[src/hw/swsr_pkg.sv]
package swsr_pkg;

    // Clock rate and line timing, times in microseconds, then in clock cycles
    localparam int CLK_MHZ = 250;
    localparam int RESET_LOW_US = 480;
    localparam int SAMPLE_US = 30;
    localparam int PRES_WAIT_US = 30;
    localparam int PRES_LEN_US = 120;
    localparam int CONV_MAX_US = 750000;
    localparam int RESET_LOW_CYC = RESET_LOW_US * CLK_MHZ;
    localparam int SAMPLE_CYC = SAMPLE_US * CLK_MHZ;
    localparam int PRES_WAIT_CYC = PRES_WAIT_US * CLK_MHZ;
    localparam int PRES_LEN_CYC = PRES_LEN_US * CLK_MHZ;
    localparam int CONV_MAX_CYC = CONV_MAX_US * CLK_MHZ;
    localparam logic [4:0] RECALL_CYC = 5'h10;

    // Counter widths
    localparam int TW = 17;
    localparam int CVW = 28;

    // ROM commands
    localparam logic [7:0] CMD_SEARCH = 8'hf0;
    localparam logic [7:0] CMD_READ_ID = 8'h33;
    localparam logic [7:0] CMD_MATCH = 8'h55;
    localparam logic [7:0] CMD_SKIP = 8'hcc;
    localparam logic [7:0] CMD_ALARM_SEARCH = 8'hec;
    // Function commands
    localparam logic [7:0] CMD_CONVERT = 8'h44;
    localparam logic [7:0] CMD_WRITE_SP = 8'h4e;
    localparam logic [7:0] CMD_READ_SP = 8'hbe;
    localparam logic [7:0] CMD_COPY_SP = 8'h48;
    localparam logic [7:0] CMD_RELOAD_NV = 8'hb8;
    localparam logic [7:0] CMD_POWER = 8'hb4;

    // Scratchpad byte offsets
    localparam int SP_TEMP_LO = 0;
    localparam int SP_TEMP_HI = 1;
    localparam int SP_UPPER = 2;
    localparam int SP_LOWER = 3;
    localparam int SP_CONFIG = 4;
    localparam int SP_CHECK = 8;

    // Last bit index of each transfer
    localparam logic [6:0] LAST_CMD = 7'h07;
    localparam logic [6:0] LAST_WR = 7'h17;
    localparam logic [6:0] LAST_ID = 7'h3f;
    localparam logic [6:0] LAST_SP = 7'h47;

    // Configuration byte layout and reset values
    localparam int CFG_SEL_LSB = 5;
    localparam logic CFG_TOP_BIT = 1'b0;
    localparam logic [4:0] CFG_LOW_BITS = 5'h1f;
    localparam logic [1:0] NV_SEL_RESET = 2'h3;
    localparam logic [7:0] NV_UPPER_RESET = 8'h4b;
    localparam logic [7:0] NV_LOWER_RESET = 8'h46;
    localparam logic [15:0] TEMP_RESET = 16'h0550;
    localparam logic [7:0] RSVD_A = 8'hff;
    localparam logic [7:0] RSVD_B = 8'h00;
    localparam logic [7:0] RSVD_C = 8'h10;

    // Reflected form of x^8 + x^5 + x^4 + 1
    localparam logic [7:0] CRC_POLY = 8'h8c;

    // Check byte over the low nbits of data, shifted in lsb first
    function automatic logic [7:0] swsr_crc(input logic [63:0] data, input int nbits);
        logic [7:0] c;
        logic fb;
        c = 8'h00;
        for (int i = 0; i < 64; i++) begin
            if (i < nbits) begin
                fb = c[0] ^ data[i];
                c = {1'b0, c[7:1]} ^ (fb ? CRC_POLY : 8'h00);
            end
        end
        return c;
    endfunction : swsr_crc

    typedef enum logic [3:0] {
        PH_IDLE, PH_PRES_WAIT, PH_PRES_DRIVE, PH_ROM_CMD, PH_READ_ID, PH_MATCH,
        PH_SEARCH, PH_FUNC_CMD, PH_WRITE_SP, PH_READ_SP, PH_STATUS, PH_POWER
    } swsr_phase_e;

endpackage : swsr_pkg

[src/hw/swsr_device.sv]
`timescale 1ns/1ns
module swsr_device
    import swsr_pkg::*;
#(
    parameter logic [7:0] FAMILY_CODE = 8'h5a,        // Arbitrary value
    parameter logic [47:0] SERIAL = 48'h0123456789ab, // Arbitrary value
    parameter int RESET_LOW_CYCLES = RESET_LOW_CYC,
    parameter int SAMPLE_CYCLES = SAMPLE_CYC,
    parameter int PRES_WAIT_CYCLES = PRES_WAIT_CYC,
    parameter int PRES_LEN_CYCLES = PRES_LEN_CYC,
    parameter int CONV_MAX_CYCLES = CONV_MAX_CYC
) (
    input wire logic clk,
    input wire logic rst_n,
    input wire logic dq_in,
    output logic dq_out,
    output logic dq_oe,
    input wire logic ext_powered,
    input wire logic [15:0] temp_in,
    input wire logic temp_valid,
    output logic conv_start,
    output logic [1:0] resolution_sel,
    output logic alarm_flag
);

    // Identifier with its check byte over the low 56 bits
    localparam logic [63:0] ID = {swsr_crc({8'h00, SERIAL, FAMILY_CODE}, 56),
                                  SERIAL, FAMILY_CODE};

    typedef struct packed {
        logic dq_m;
        logic dq_s;
        logic dq_d;
        logic pw_m;
        logic pw_s;
        swsr_phase_e ph;
        logic [TW-1:0] low_cnt;
        logic [TW-1:0] tcnt;
        logic slot_act;
        logic oe;
        logic drv;
        logic [71:0] sh;
        logic [6:0] nb;
        logic [1:0] sub;
        logic [15:0] temp;
        logic [7:0] upper;
        logic [7:0] lower;
        logic [1:0] sel;
        logic [7:0] nv_upper;
        logic [7:0] nv_lower;
        logic [1:0] nv_sel;
        logic [4:0] recall_cnt;
        logic [CVW-1:0] conv_cnt;
        logic conv_start;
        logic alarm;
    } swsr_state_s;

    swsr_state_s r;
    swsr_state_s next_r;
    logic rst_m;
    logic rst_s;
    logic [7:0] cfg_byte;
    logic [63:0] sp_img;
    logic [7:0] sp_crc;
    logic [71:0] sh_in;
    logic data_phase;
    logic tx_mode;
    logic tx_bit;
    logic slot_start;
    logic bit_done;
    logic bus_reset;

    // Conversion limit halves per resolution step below twelve bits
    function automatic logic [CVW-1:0] conv_limit(input logic [1:0] sel);
        return CVW'(CONV_MAX_CYCLES) >> (2'h3 - sel);
    endfunction : conv_limit

    // Reset release through two flops so every state flop leaves reset together
    always_ff @(posedge clk or negedge rst_n) begin
        if (!rst_n) begin
            rst_m <= 1'b0;
            rst_s <= 1'b0;
        end else begin
            rst_m <= 1'b1;
            rst_s <= rst_m;
        end
    end

    // Scratchpad image; fixed configuration bits come from constants
    assign cfg_byte = {CFG_TOP_BIT, r.sel, CFG_LOW_BITS};
    assign sp_img = {RSVD_C, RSVD_B, RSVD_A, cfg_byte, r.lower, r.upper, r.temp};
    assign sp_crc = swsr_crc(sp_img, 64);
    // Every received bit enters at the top, so bytes land lsb first
    assign sh_in = {r.dq_s, r.sh[71:1]};
    assign data_phase = (r.ph >= PH_ROM_CMD);
    assign bus_reset = !r.dq_s && (int'(r.low_cnt) >= RESET_LOW_CYCLES);

    // Which phases drive read slots and what bit they send
    always_comb begin
        tx_mode = 1'b0;
        tx_bit = r.sh[0];
        unique case (r.ph)
            PH_READ_ID, PH_READ_SP: tx_mode = 1'b1;
            PH_SEARCH: begin
                tx_mode = (r.sub != 2'h2);
                tx_bit = (r.sub == 2'h1) ? ~r.sh[0] : r.sh[0];
            end
            PH_STATUS: begin
                tx_mode = 1'b1;
                // Busy reads 0, done reads 1
                tx_bit = r.sub[0] ? (r.recall_cnt == 5'h00) : (r.conv_cnt == '0);
            end
            PH_POWER: begin
                tx_mode = 1'b1;
                tx_bit = r.pw_s;
            end
            default: begin
                tx_mode = 1'b0;
                tx_bit = r.sh[0];
            end
        endcase
    end

    // Whole next state
    always_comb begin
        next_r = r;
        slot_start = 1'b0;
        bit_done = 1'b0;
        next_r.dq_m = dq_in;
        next_r.dq_s = r.dq_m;
        next_r.dq_d = r.dq_s;
        next_r.pw_m = ext_powered;
        next_r.pw_s = r.pw_m;
        next_r.conv_start = 1'b0;

        // Conversion timer; the converter's result ends it early
        if (r.conv_cnt != '0) begin
            next_r.conv_cnt = r.conv_cnt - CVW'(1);
        end
        if (temp_valid) begin
            next_r.temp = temp_in;
            next_r.conv_cnt = '0;
            next_r.alarm = ($signed(temp_in[11:4]) <= $signed(r.lower)) ||
                           ($signed(temp_in[11:4]) >= $signed(r.upper));
        end

        // Reload from nonvolatile copy when the recall delay runs out
        if (r.recall_cnt != 5'h00) begin
            next_r.recall_cnt = r.recall_cnt - 5'h01;
            if (r.recall_cnt == 5'h01) begin
                next_r.upper = r.nv_upper;
                next_r.lower = r.nv_lower;
                next_r.sel = r.nv_sel;
            end
        end

        // Low-time counter saturates at the bus reset threshold
        if (!r.dq_s) begin
            if (int'(r.low_cnt) < RESET_LOW_CYCLES) begin
                next_r.low_cnt = r.low_cnt + TW'(1);
            end
        end else begin
            next_r.low_cnt = '0;
        end

        // Slot layer: a master falling edge opens a slot, one sample point closes it.
        // Idle-high time between slots is not timed, so gaps of any length are fine.
        if (data_phase && !r.slot_act && r.dq_d && !r.dq_s) begin
            slot_start = 1'b1;
            next_r.slot_act = 1'b1;
            next_r.tcnt = '0;
            next_r.oe = tx_mode && !tx_bit;
        end else if (r.slot_act) begin
            if (int'(r.tcnt) == SAMPLE_CYCLES - 1) begin
                next_r.slot_act = 1'b0;
                next_r.oe = 1'b0;
                bit_done = 1'b1;
            end else begin
                next_r.tcnt = r.tcnt + TW'(1);
            end
        end

        // Protocol layer
        unique case (r.ph)
            PH_IDLE: begin
                next_r.oe = 1'b0;
            end
            PH_PRES_WAIT: begin
                next_r.tcnt = r.tcnt + TW'(1);
                if (int'(r.tcnt) == PRES_WAIT_CYCLES - 1) begin
                    next_r.tcnt = '0;
                    next_r.oe = 1'b1;
                    next_r.ph = PH_PRES_DRIVE;
                end
            end
            PH_PRES_DRIVE: begin
                next_r.tcnt = r.tcnt + TW'(1);
                if (int'(r.tcnt) == PRES_LEN_CYCLES - 1) begin
                    next_r.tcnt = '0;
                    next_r.oe = 1'b0;
                    next_r.nb = '0;
                    next_r.ph = PH_ROM_CMD;
                end
            end
            PH_ROM_CMD: begin
                if (bit_done) begin
                    next_r.sh = sh_in;
                    next_r.nb = r.nb + 7'h01;
                    if (r.nb == LAST_CMD) begin
                        next_r.nb = '0;
                        next_r.sub = 2'h0;
                        next_r.sh = {8'h00, ID};
                        unique case (sh_in[71:64])
                            CMD_READ_ID: next_r.ph = PH_READ_ID;
                            CMD_MATCH: next_r.ph = PH_MATCH;
                            CMD_SKIP: next_r.ph = PH_FUNC_CMD;
                            CMD_SEARCH: next_r.ph = PH_SEARCH;
                            CMD_ALARM_SEARCH: next_r.ph = r.alarm ? PH_SEARCH : PH_IDLE;
                            default: next_r.ph = PH_IDLE;
                        endcase
                    end
                end
            end
            PH_READ_ID: begin
                if (bit_done) begin
                    next_r.sh = sh_in;
                    next_r.nb = r.nb + 7'h01;
                    if (r.nb == LAST_ID) begin
                        next_r.nb = '0;
                        next_r.ph = PH_FUNC_CMD;
                    end
                end
            end
            PH_MATCH: begin
                if (bit_done) begin
                    next_r.sh = sh_in;
                    next_r.nb = r.nb + 7'h01;
                    if (r.nb == LAST_ID) begin
                        next_r.nb = '0;
                        // A mismatch waits silently for the next reset pulse
                        next_r.ph = (sh_in[71:8] == ID) ? PH_FUNC_CMD : PH_IDLE;
                    end
                end
            end
            PH_SEARCH: begin
                // Bit, complement, then the master's choice per identifier bit
                if (bit_done) begin
                    next_r.sub = r.sub + 2'h1;
                    if (r.sub == 2'h2) begin
                        next_r.sub = 2'h0;
                        next_r.sh = sh_in;
                        next_r.nb = r.nb + 7'h01;
                        // A search always ends the access, found or not
                        if (r.dq_s != r.sh[0] || r.nb == LAST_ID) begin
                            next_r.ph = PH_IDLE;
                        end
                    end
                end
            end
            PH_FUNC_CMD: begin
                if (bit_done) begin
                    next_r.sh = sh_in;
                    next_r.nb = r.nb + 7'h01;
                    if (r.nb == LAST_CMD) begin
                        next_r.nb = '0;
                        unique case (sh_in[71:64])
                            CMD_CONVERT: begin
                                next_r.conv_start = 1'b1;
                                next_r.conv_cnt = conv_limit(r.sel);
                                next_r.sub = 2'h0;
                                next_r.ph = PH_STATUS;
                            end
                            CMD_WRITE_SP: next_r.ph = PH_WRITE_SP;
                            CMD_READ_SP: begin
                                next_r.sh = {sp_crc, sp_img};
                                next_r.ph = PH_READ_SP;
                            end
                            CMD_COPY_SP: begin
                                next_r.nv_upper = r.upper;
                                next_r.nv_lower = r.lower;
                                next_r.nv_sel = r.sel;
                                next_r.ph = PH_IDLE;
                            end
                            CMD_RELOAD_NV: begin
                                next_r.recall_cnt = RECALL_CYC;
                                next_r.sub = 2'h1;
                                next_r.ph = PH_STATUS;
                            end
                            CMD_POWER: next_r.ph = PH_POWER;
                            default: next_r.ph = PH_IDLE;
                        endcase
                    end
                end
            end
            PH_WRITE_SP: begin
                if (bit_done) begin
                    next_r.sh = sh_in;
                    next_r.nb = r.nb + 7'h01;
                    // Commit only once all three bytes are in; a cut-off write is dropped
                    if (r.nb == LAST_WR) begin
                        next_r.upper = sh_in[55:48];
                        next_r.lower = sh_in[63:56];
                        next_r.sel = sh_in[64 + CFG_SEL_LSB +: 2];
                        next_r.ph = PH_IDLE;
                    end
                end
            end
            PH_READ_SP: begin
                // No check on what the master makes of the data; it may reset at will
                if (bit_done) begin
                    next_r.sh = sh_in;
                    next_r.nb = r.nb + 7'h01;
                    if (r.nb == LAST_SP) begin
                        next_r.ph = PH_IDLE;
                    end
                end
            end
            PH_STATUS, PH_POWER: begin
                next_r.nb = '0;
            end
        endcase

        // Long low abandons the transaction and any open slot; its rising edge starts the presence answer
        if (bus_reset) begin
            next_r.ph = PH_IDLE;
            next_r.slot_act = 1'b0;
            next_r.oe = 1'b0;
        end else if (r.dq_s && int'(r.low_cnt) >= RESET_LOW_CYCLES) begin
            next_r.ph = PH_PRES_WAIT;
            next_r.slot_act = 1'b0;
            next_r.tcnt = '0;
            next_r.oe = 1'b0;
        end
    end

    // State register; power-up loads scratchpad from nonvolatile defaults
    always_ff @(posedge clk or negedge rst_s) begin
        if (!rst_s) begin
            r <= '0;
            r.dq_m <= 1'b1;
            r.dq_s <= 1'b1;
            r.dq_d <= 1'b1;
            r.pw_m <= 1'b1;
            r.pw_s <= 1'b1;
            r.ph <= PH_IDLE;
            r.temp <= TEMP_RESET;
            r.upper <= NV_UPPER_RESET;
            r.lower <= NV_LOWER_RESET;
            r.sel <= NV_SEL_RESET;
            r.nv_upper <= NV_UPPER_RESET;
            r.nv_lower <= NV_LOWER_RESET;
            r.nv_sel <= NV_SEL_RESET;
        end else begin
            r <= next_r;
        end
    end

    // Pin only ever pulls low; the enable alone decides the wire
    assign dq_out = r.drv;
    assign dq_oe = r.oe;
    assign conv_start = r.conv_start;
    assign resolution_sel = r.sel;
    assign alarm_flag = r.alarm;
endmodule : swsr_device

[config.mk]
export PLATFORM = sky130hd
export DESIGN_NAME = swsr_device
export DESIGN_NICKNAME = d
export VERILOG_FILES = /design/src/hw/swsr_pkg.sv /design/src/hw/swsr_device.sv
export SDC_FILE = /design/constraint.sdc
export NUM_CORES = 1
export LEC_CHECK = 0
export BUFFER_PORTS_ARGS = -buffer_cell sky130_fd_sc_hd__buf_2
export CAP_MARGIN = 10
export CORE_AREA = 3 3 169 171
export DETAILED_ROUTE_END_ITERATION = 16
export DIE_AREA = 0 0 172 174
export PLACE_DENSITY_LB_ADDON = 0.3
export SLEW_MARGIN = 20
export SYNTH_ARGS = -nofsm -noshare
export SYNTH_HDL_FRONTEND = slang
export SYNTH_SLANG_ARGS = --single-unit
[constraint.sdc]
create_clock -name clk -period 7 [get_ports clk]
set_input_delay 0.35 -clock clk [delete_from_list [all_inputs] [get_ports clk]]
set_output_delay 0.35 -clock clk [all_outputs]
set_load 0.005 [all_outputs]
==> results of run 1 <==
==> metrics by stage <==
| stage | power (mW) | util [%] | std cells | setup slack [ns] |
|---|---|---|---|---|
| detailed placement | 3.21 | 46.4 | 1612 | 3.54 |
| floorplan | 2.93 | - | 1298 | 0.612 |
| global placement | 3.20 | 46.4 | 1612 | 3.67 |
| CTS | 4.53 | 49.5 | 1661 | 3.54 |
| global route | 4.76 | 49.6 | 1661 | 3.08 |
| finish | 4.51 | 49.6 | 1661 | 3.43 |
==> routing by layer <==
layer  vias to the layer above  GRT usage, %
li1                       4573             -
met1                      4559          30.0
met2                       275          32.4
met3                        68          3.21
met4                         0          6.35
met5                         -             0
==> registers in the layout, summed over array words and instances (netlist names) <==
| signal | count |
|---|---|
| resolution_sel | 2 |
| dq_oe | 1 |
| conv_start | 1 |
| rst_m | 1 |
| rst_s | 1 |
| r | 205 |
| alarm_flag | 1 |
| next_r | 3 |
==> layout by cell type, fill, tap and decap left out, types with 6 or more instances in the layout <==
cell	netlist	routed
dfrtp_1	188	187
nand4_1	7	7
a221o_1	7	7
a22oi_1	18	18
nor4b_1	6	6
xnor3_1	15	15
o21ai_0	119	119
or3_1	9	9
and2_1	6	6
a21oi_1	89	89
xor2_1	32	32
mux2_2	19	19
nand2b_1	15	15
a211oi_1	8	8
ha_1	32	32
nor2_1	128	127
o21ai_1	9	9
a31oi_1	12	12
and3_1	13	13
dfstp_2	27	27
o22ai_1	8	8
a221oi_1	8	8
nand4b_1	7	7
inv_1	32	32
buf_4	3	10
nor3_1	35	34
clkbuf_1	53	13
xnor2_1	75	75
nand2_1	156	154
nand3_1	34	34
clkbuf_16	0	25
nor2b_1	16	16
a2bb2oi_1	11	11
buf_2	3	25
==> logic make-up after synthesis <==
group / after synthesis / share of synthesized area (%)
AND/OR/NAND/NOR: 474 / 19.0
AO/OA/AOI/OAI: 326 / 16.1
flip-flops: 215 / 44.6
XOR/XNOR: 129 / 11.6
buffers and inverters: 96 / 3.22
adder cells (fa/ha/maj): 32 / 3.30
multiplexers: 24 / 2.17
other: 2 / 0.0619
==> timing repair <==
item,CTS,global route
hold buffers,3,0
endpoints found under the hold margin,4,0
setup buffers,0,0
==> worst paths after layout <==
check	from	to	slack, ns	cells after the start
setup reg to reg	r[205]$_DFFE_PN0P_	r[164]$_DFFE_PN0P_	3.43	9
max in group asynchronous	rst_s$_DFF_PN0_	r[47]$_DFFE_PN0P_	5.37	1
hold / removal	temp_in[13]	r[84]$_DFFE_PN0P_	0.05	2
hold reg to reg	rst_s$_DFF_PN0_	r[196]$_DFFE_PN0P_	0.30	0
setup / recovery	r[205]$_DFFE_PN0P_	r[164]$_DFFE_PN0P_	3.43	9
min in group asynchronous	rst_n	rst_m$_DFF_PN0_	0.14	2
==> final cells by class <==
| cell class | instances | area (um^2) | share of cell area [%] |
|---|---|---|---|
| tap | 341 | 427 | 3.19 |
| timing repair buffer | 39 | 250 | 1.87 |
| clock inverter | 3 | 68.8 | 0.514 |
| clock buffer | 43 | 743 | 5.55 |
| sequential | 215 | 5420 | 40.4 |
| inverter | 33 | 124 | 0.925 |
| multi-input combinational | 987 | 6360 | 47.5 |
==> critical path, cell delays in order, from the launching register on <==
cell      delay, ns
dfrtp_1        0.69
clkinv_1       0.42
nor2_1         0.40
nand2_1        0.24
o21ai_1        0.59
nor2_1         0.14
nor2_2         0.38
buf_4          0.34
a22oi_1        0.13
o21ai_0        0.15
==> power by group through the flow <==
stage | Sequential, mW | Clock, mW | Combinational (mW)
2_1_floorplan | 1.45 | 0 | 1.47
3_3_place_gp | 1.47 | 0 | 1.72
3_5_place_dp | 1.48 | 0 | 1.73
4_1_cts | 1.46 | 1.33 | 1.74
5_1_grt | 1.47 | 1.39 | 1.90
6_report | 1.46 | 1.30 | 1.75
==> metrics, run 1 <==
status=complete, no violations; Cell Area, Placed=12500 um^2; largest net degree at the start of global routing=177; final hold slack=0.0542 ns; Sw Pwr=1.47 mW; synth cell count leaders=dfrtp_1, nand2_1, nor2_1; Reg clk slew, reported paths=0.06 ns; Min-Delay Path Class=in -> reg; RSZ-0062 raised after global routing=no; DP Wirelength=21400 um; Syn Nets=1351; Pint=3.04 mW; Num CTS Buffers=25; 1st-pass router iterations=5; Clock Skew=0.0160 ns; design area=13400 um^2; Core Region=27000 um^2; cell accounting for the most synthesized area=dfrtp_1; most common cell in the netlist=dfrtp_1; Gate power share=38.9%; max-slew violation count=0; worst skew pair latency=0.53 ns; maxcap violations=0; Slew HR=30.2%; total number of vias=9475; Layout Nets=1354; critical path endpoint category=flop; synthesized area=12100 um^2; DIE AREA=29900 um^2; IO buf count=25; drt total wl=30800 um; Area Growth Syn to Fin=10.3%; WL met1=14000 um; post-synthesis sequential area ratio=44.6%; fraction of layout cells with a size suffix above 1=11.0%; Synth top area share=38.8%; initial DRC count=772; kind of critical path=reg -> reg; Gate Count Post-Synth=1298; Final Hold Violating Endpoints=0; Top Ports=27; ys async rst share=100%; GR Overflow Total=0; Cell Pwr Density=337 nW/um^2; Worst Path Max Fanout=21; buffer depth of the longest clock path=3; synthesized area per cell=9.35 um^2; n_diodes=0; worst-margin pin slew=1.04 ns; routed wl met2=14000 um; YS warnings=0; post-cts resize count=0; top post-synthesis cells by area=dfrtp_1, dfstp_2, xnor2_1; Final ANT Viol Nets=0; vias in the first global route=9211; DRC=0; first-pass GRT wire length=50500 um; root buf cell=clkbuf_16; RePlAce Congestion=0.883; Leak=5.75 nW; min cycle time layout=3.57 ns; initial antenna violation count=0; vias per cell=5.70; GRT Overall Usage=20.8%; required time worst endpoint=7.44 ns; Chip Width=172 um; clock power share=28.8%; DR top layer=met4; number of synthesized flops with an enable pin=0; metal3 WL=1780 um; CTS tree=built; CP startpoint kind=flop; ys flop type=dfrtp_1; Seq pwr share=32.3%; Tcrit/Tclk final=51.1%; Initial Util=44.9%; FF+latch count, synth=215; Max IR drop VDD=0.528 mV; Sum Neg Setup Slack=0 ns; fill count=2552; final setup fails=0; Rows=60; fmax=280 MHz; unique cell type count in the Yosys netlist=81; clock sinks=215; Routed WL per cell=18.5 um; Die H=174 um; H-tree levels=1; switch share=32.6%; Worst Path Arrival=4.01 ns
(Power assumes the default switching activity.)
==> inputs of run 2 (changes only) <==
==> constraint.sdc (replaced) <==
create_clock -name clk -period 3 [get_ports clk]
set_input_delay 0.15 -clock clk [delete_from_list [all_inputs] [get_ports clk]]
set_output_delay 0.15 -clock clk [all_outputs]
set_load 0.005 [all_outputs]
==> metrics, run 2 (same netlist as run 1, synthesis figures left out) <==
DRC=0; IO buf count=25; Placed Cells=1696; failing checks=negative setup slack; CTS tree=built; GR Overflow Total=0; maxcap violations=0; total power=11.4 mW; critical hold path startpoint=temp_valid; design area=14400 um^2; final worst slack=-0.0180 ns; Cell Pwr Density=790 nW/um^2; Initial Util=44.9%; final core occ=53.2%; initial antenna violation count=0; Worst Path Arrival=3.46 ns; fill count=2403; Sum Neg Setup Slack=-0.0184 ns; first-pass GRT wire length=53000 um; final hold slack=0.130 ns; total number of vias=9932; Final ANT Viol Nets=0; Top Ports=27; Largest register FFs=205; required time worst endpoint=3.45 ns; fmax=331 MHz; Critical Path Source=r[81]$_DFFE_PN1P_; Tcrit/Tclk final=101%; Slew HR=50.1%; Worst Path Max Fanout=4; RSZ-0062 raised after global routing=yes; Seq. cell area=5420 um^2; root buf cell=clkbuf_16; DIE AREA=29900 um^2; Multi-input gate area=6460 um^2; Final Hold Violating Endpoints=0; leading cell type in the layout, fill and taps excluded=dfrtp_1; DR top layer=met4; Place WS=-0.110 ns; Chip Width=172 um; max-slew violation count=0; min cycle time layout=3.02 ns; clock sinks=215; H-tree levels=1; Layout Nets=1459; routed wl met2=15200 um; Leak=6.33 nW; initial DRC count=788; Max IR drop VDD=1.00 mV; vias per cell=5.62; kind of critical path=reg -> reg; Reg clk slew, reported paths=0.06 ns; Largest Register=r; CP startpoint kind=flop; Min-Delay Path Class=in -> reg; commonest non-fill, non-tap cells in the layout=dfrtp_1, nand2_1, nor2_1; WL met1=14700 um; n_diodes=0; metal3 WL=1420 um; Core Region=27000 um^2; final setup fails=2; DP Wirelength=23100 um; worst-margin pin slew=0.745 ns; Area Growth Syn to Fin=18.4%; RePlAce Congestion=0.922; Cell Area, Placed=13200 um^2; largest net degree at the start of global routing=62; fraction of layout cells with a size suffix above 1=17.8%; status=complete, but fails checks; Routed WL per cell=18.4 um; Die H=174 um; buffer depth of the longest clock path=3; vias in the first global route=9713; worst skew pair latency=0.54 ns; Num CTS Buffers=26; Clock Skew=0.0169 ns; fin cells=1767; critical path endpoint category=flop; Rows=60; 1st-pass router iterations=5; GRT Overall Usage=21.8%; reg-to-reg critical path startpoint=r[81]$_DFFE_PN1P_; drt total wl=32400 um
[run 2: repair_timing]
| item | CTS | global route |
|---|---|---|
| setup buffers | 0 | 3 |
| pin swaps | 1 | 7 |
| hold buffers | 20 | 0 |
| endpoints found under the hold margin | 20 | 0 |
| gates resized for setup | 7 | 14 |
| setup endpoints to repair | 6 | 28 |
[run 2: layout make-up]
class | instances | area share [%]
clock inverters | 10 | 0.627
multi-input cells | 987 | 44.9
repair buffers | 143 | 7.81
clock buffers | 38 | 5.12
flip-flops and latches | 215 | 37.7
inverters | 33 | 0.862
well taps | 341 | 2.97
[run 2: worst paths after layout]
kind	slack [ns]	cells past startpoint	endpoint
min in group asynchronous	0.32	0	r[201]$_DFFE_PN0P_
max in group asynchronous	1.72	1	r[61]$_DFF_PN1_
worst max register to register	-0.02	9	r[165]$_DFFE_PN0P_
worst max-delay path	-0.02	9	r[165]$_DFFE_PN0P_
worst min-delay path	0.13	2	r[7]$_DFF_PN0_
worst min register to register	0.32	0	r[201]$_DFFE_PN0P_
[run 2: layer usage]
layer  global-route usage, %  vias to the layer above
met5                       0                        -
met3                    2.77                       62
met2                    35.1                      256
met1                    31.0                     4839
li1                        -                     4775
met4                    6.29                        0
[run 2: critical path, stage by stage, from the launching register on]
cell     delay, ns
dfstp_2       0.57
xnor2_1       0.12
xnor3_1       0.47
xnor3_1       0.40
xnor3_2       0.33
xor2_2        0.23
xor3_2        0.34
xnor2_1       0.19
a21oi_1       0.10
o31ai_2       0.16
[run 2: where the power goes]
part / internal, mW / switching, mW
registers: 3.13 / 0.247
logic: 2.71 / 2.22
clock network: 1.79 / 1.26
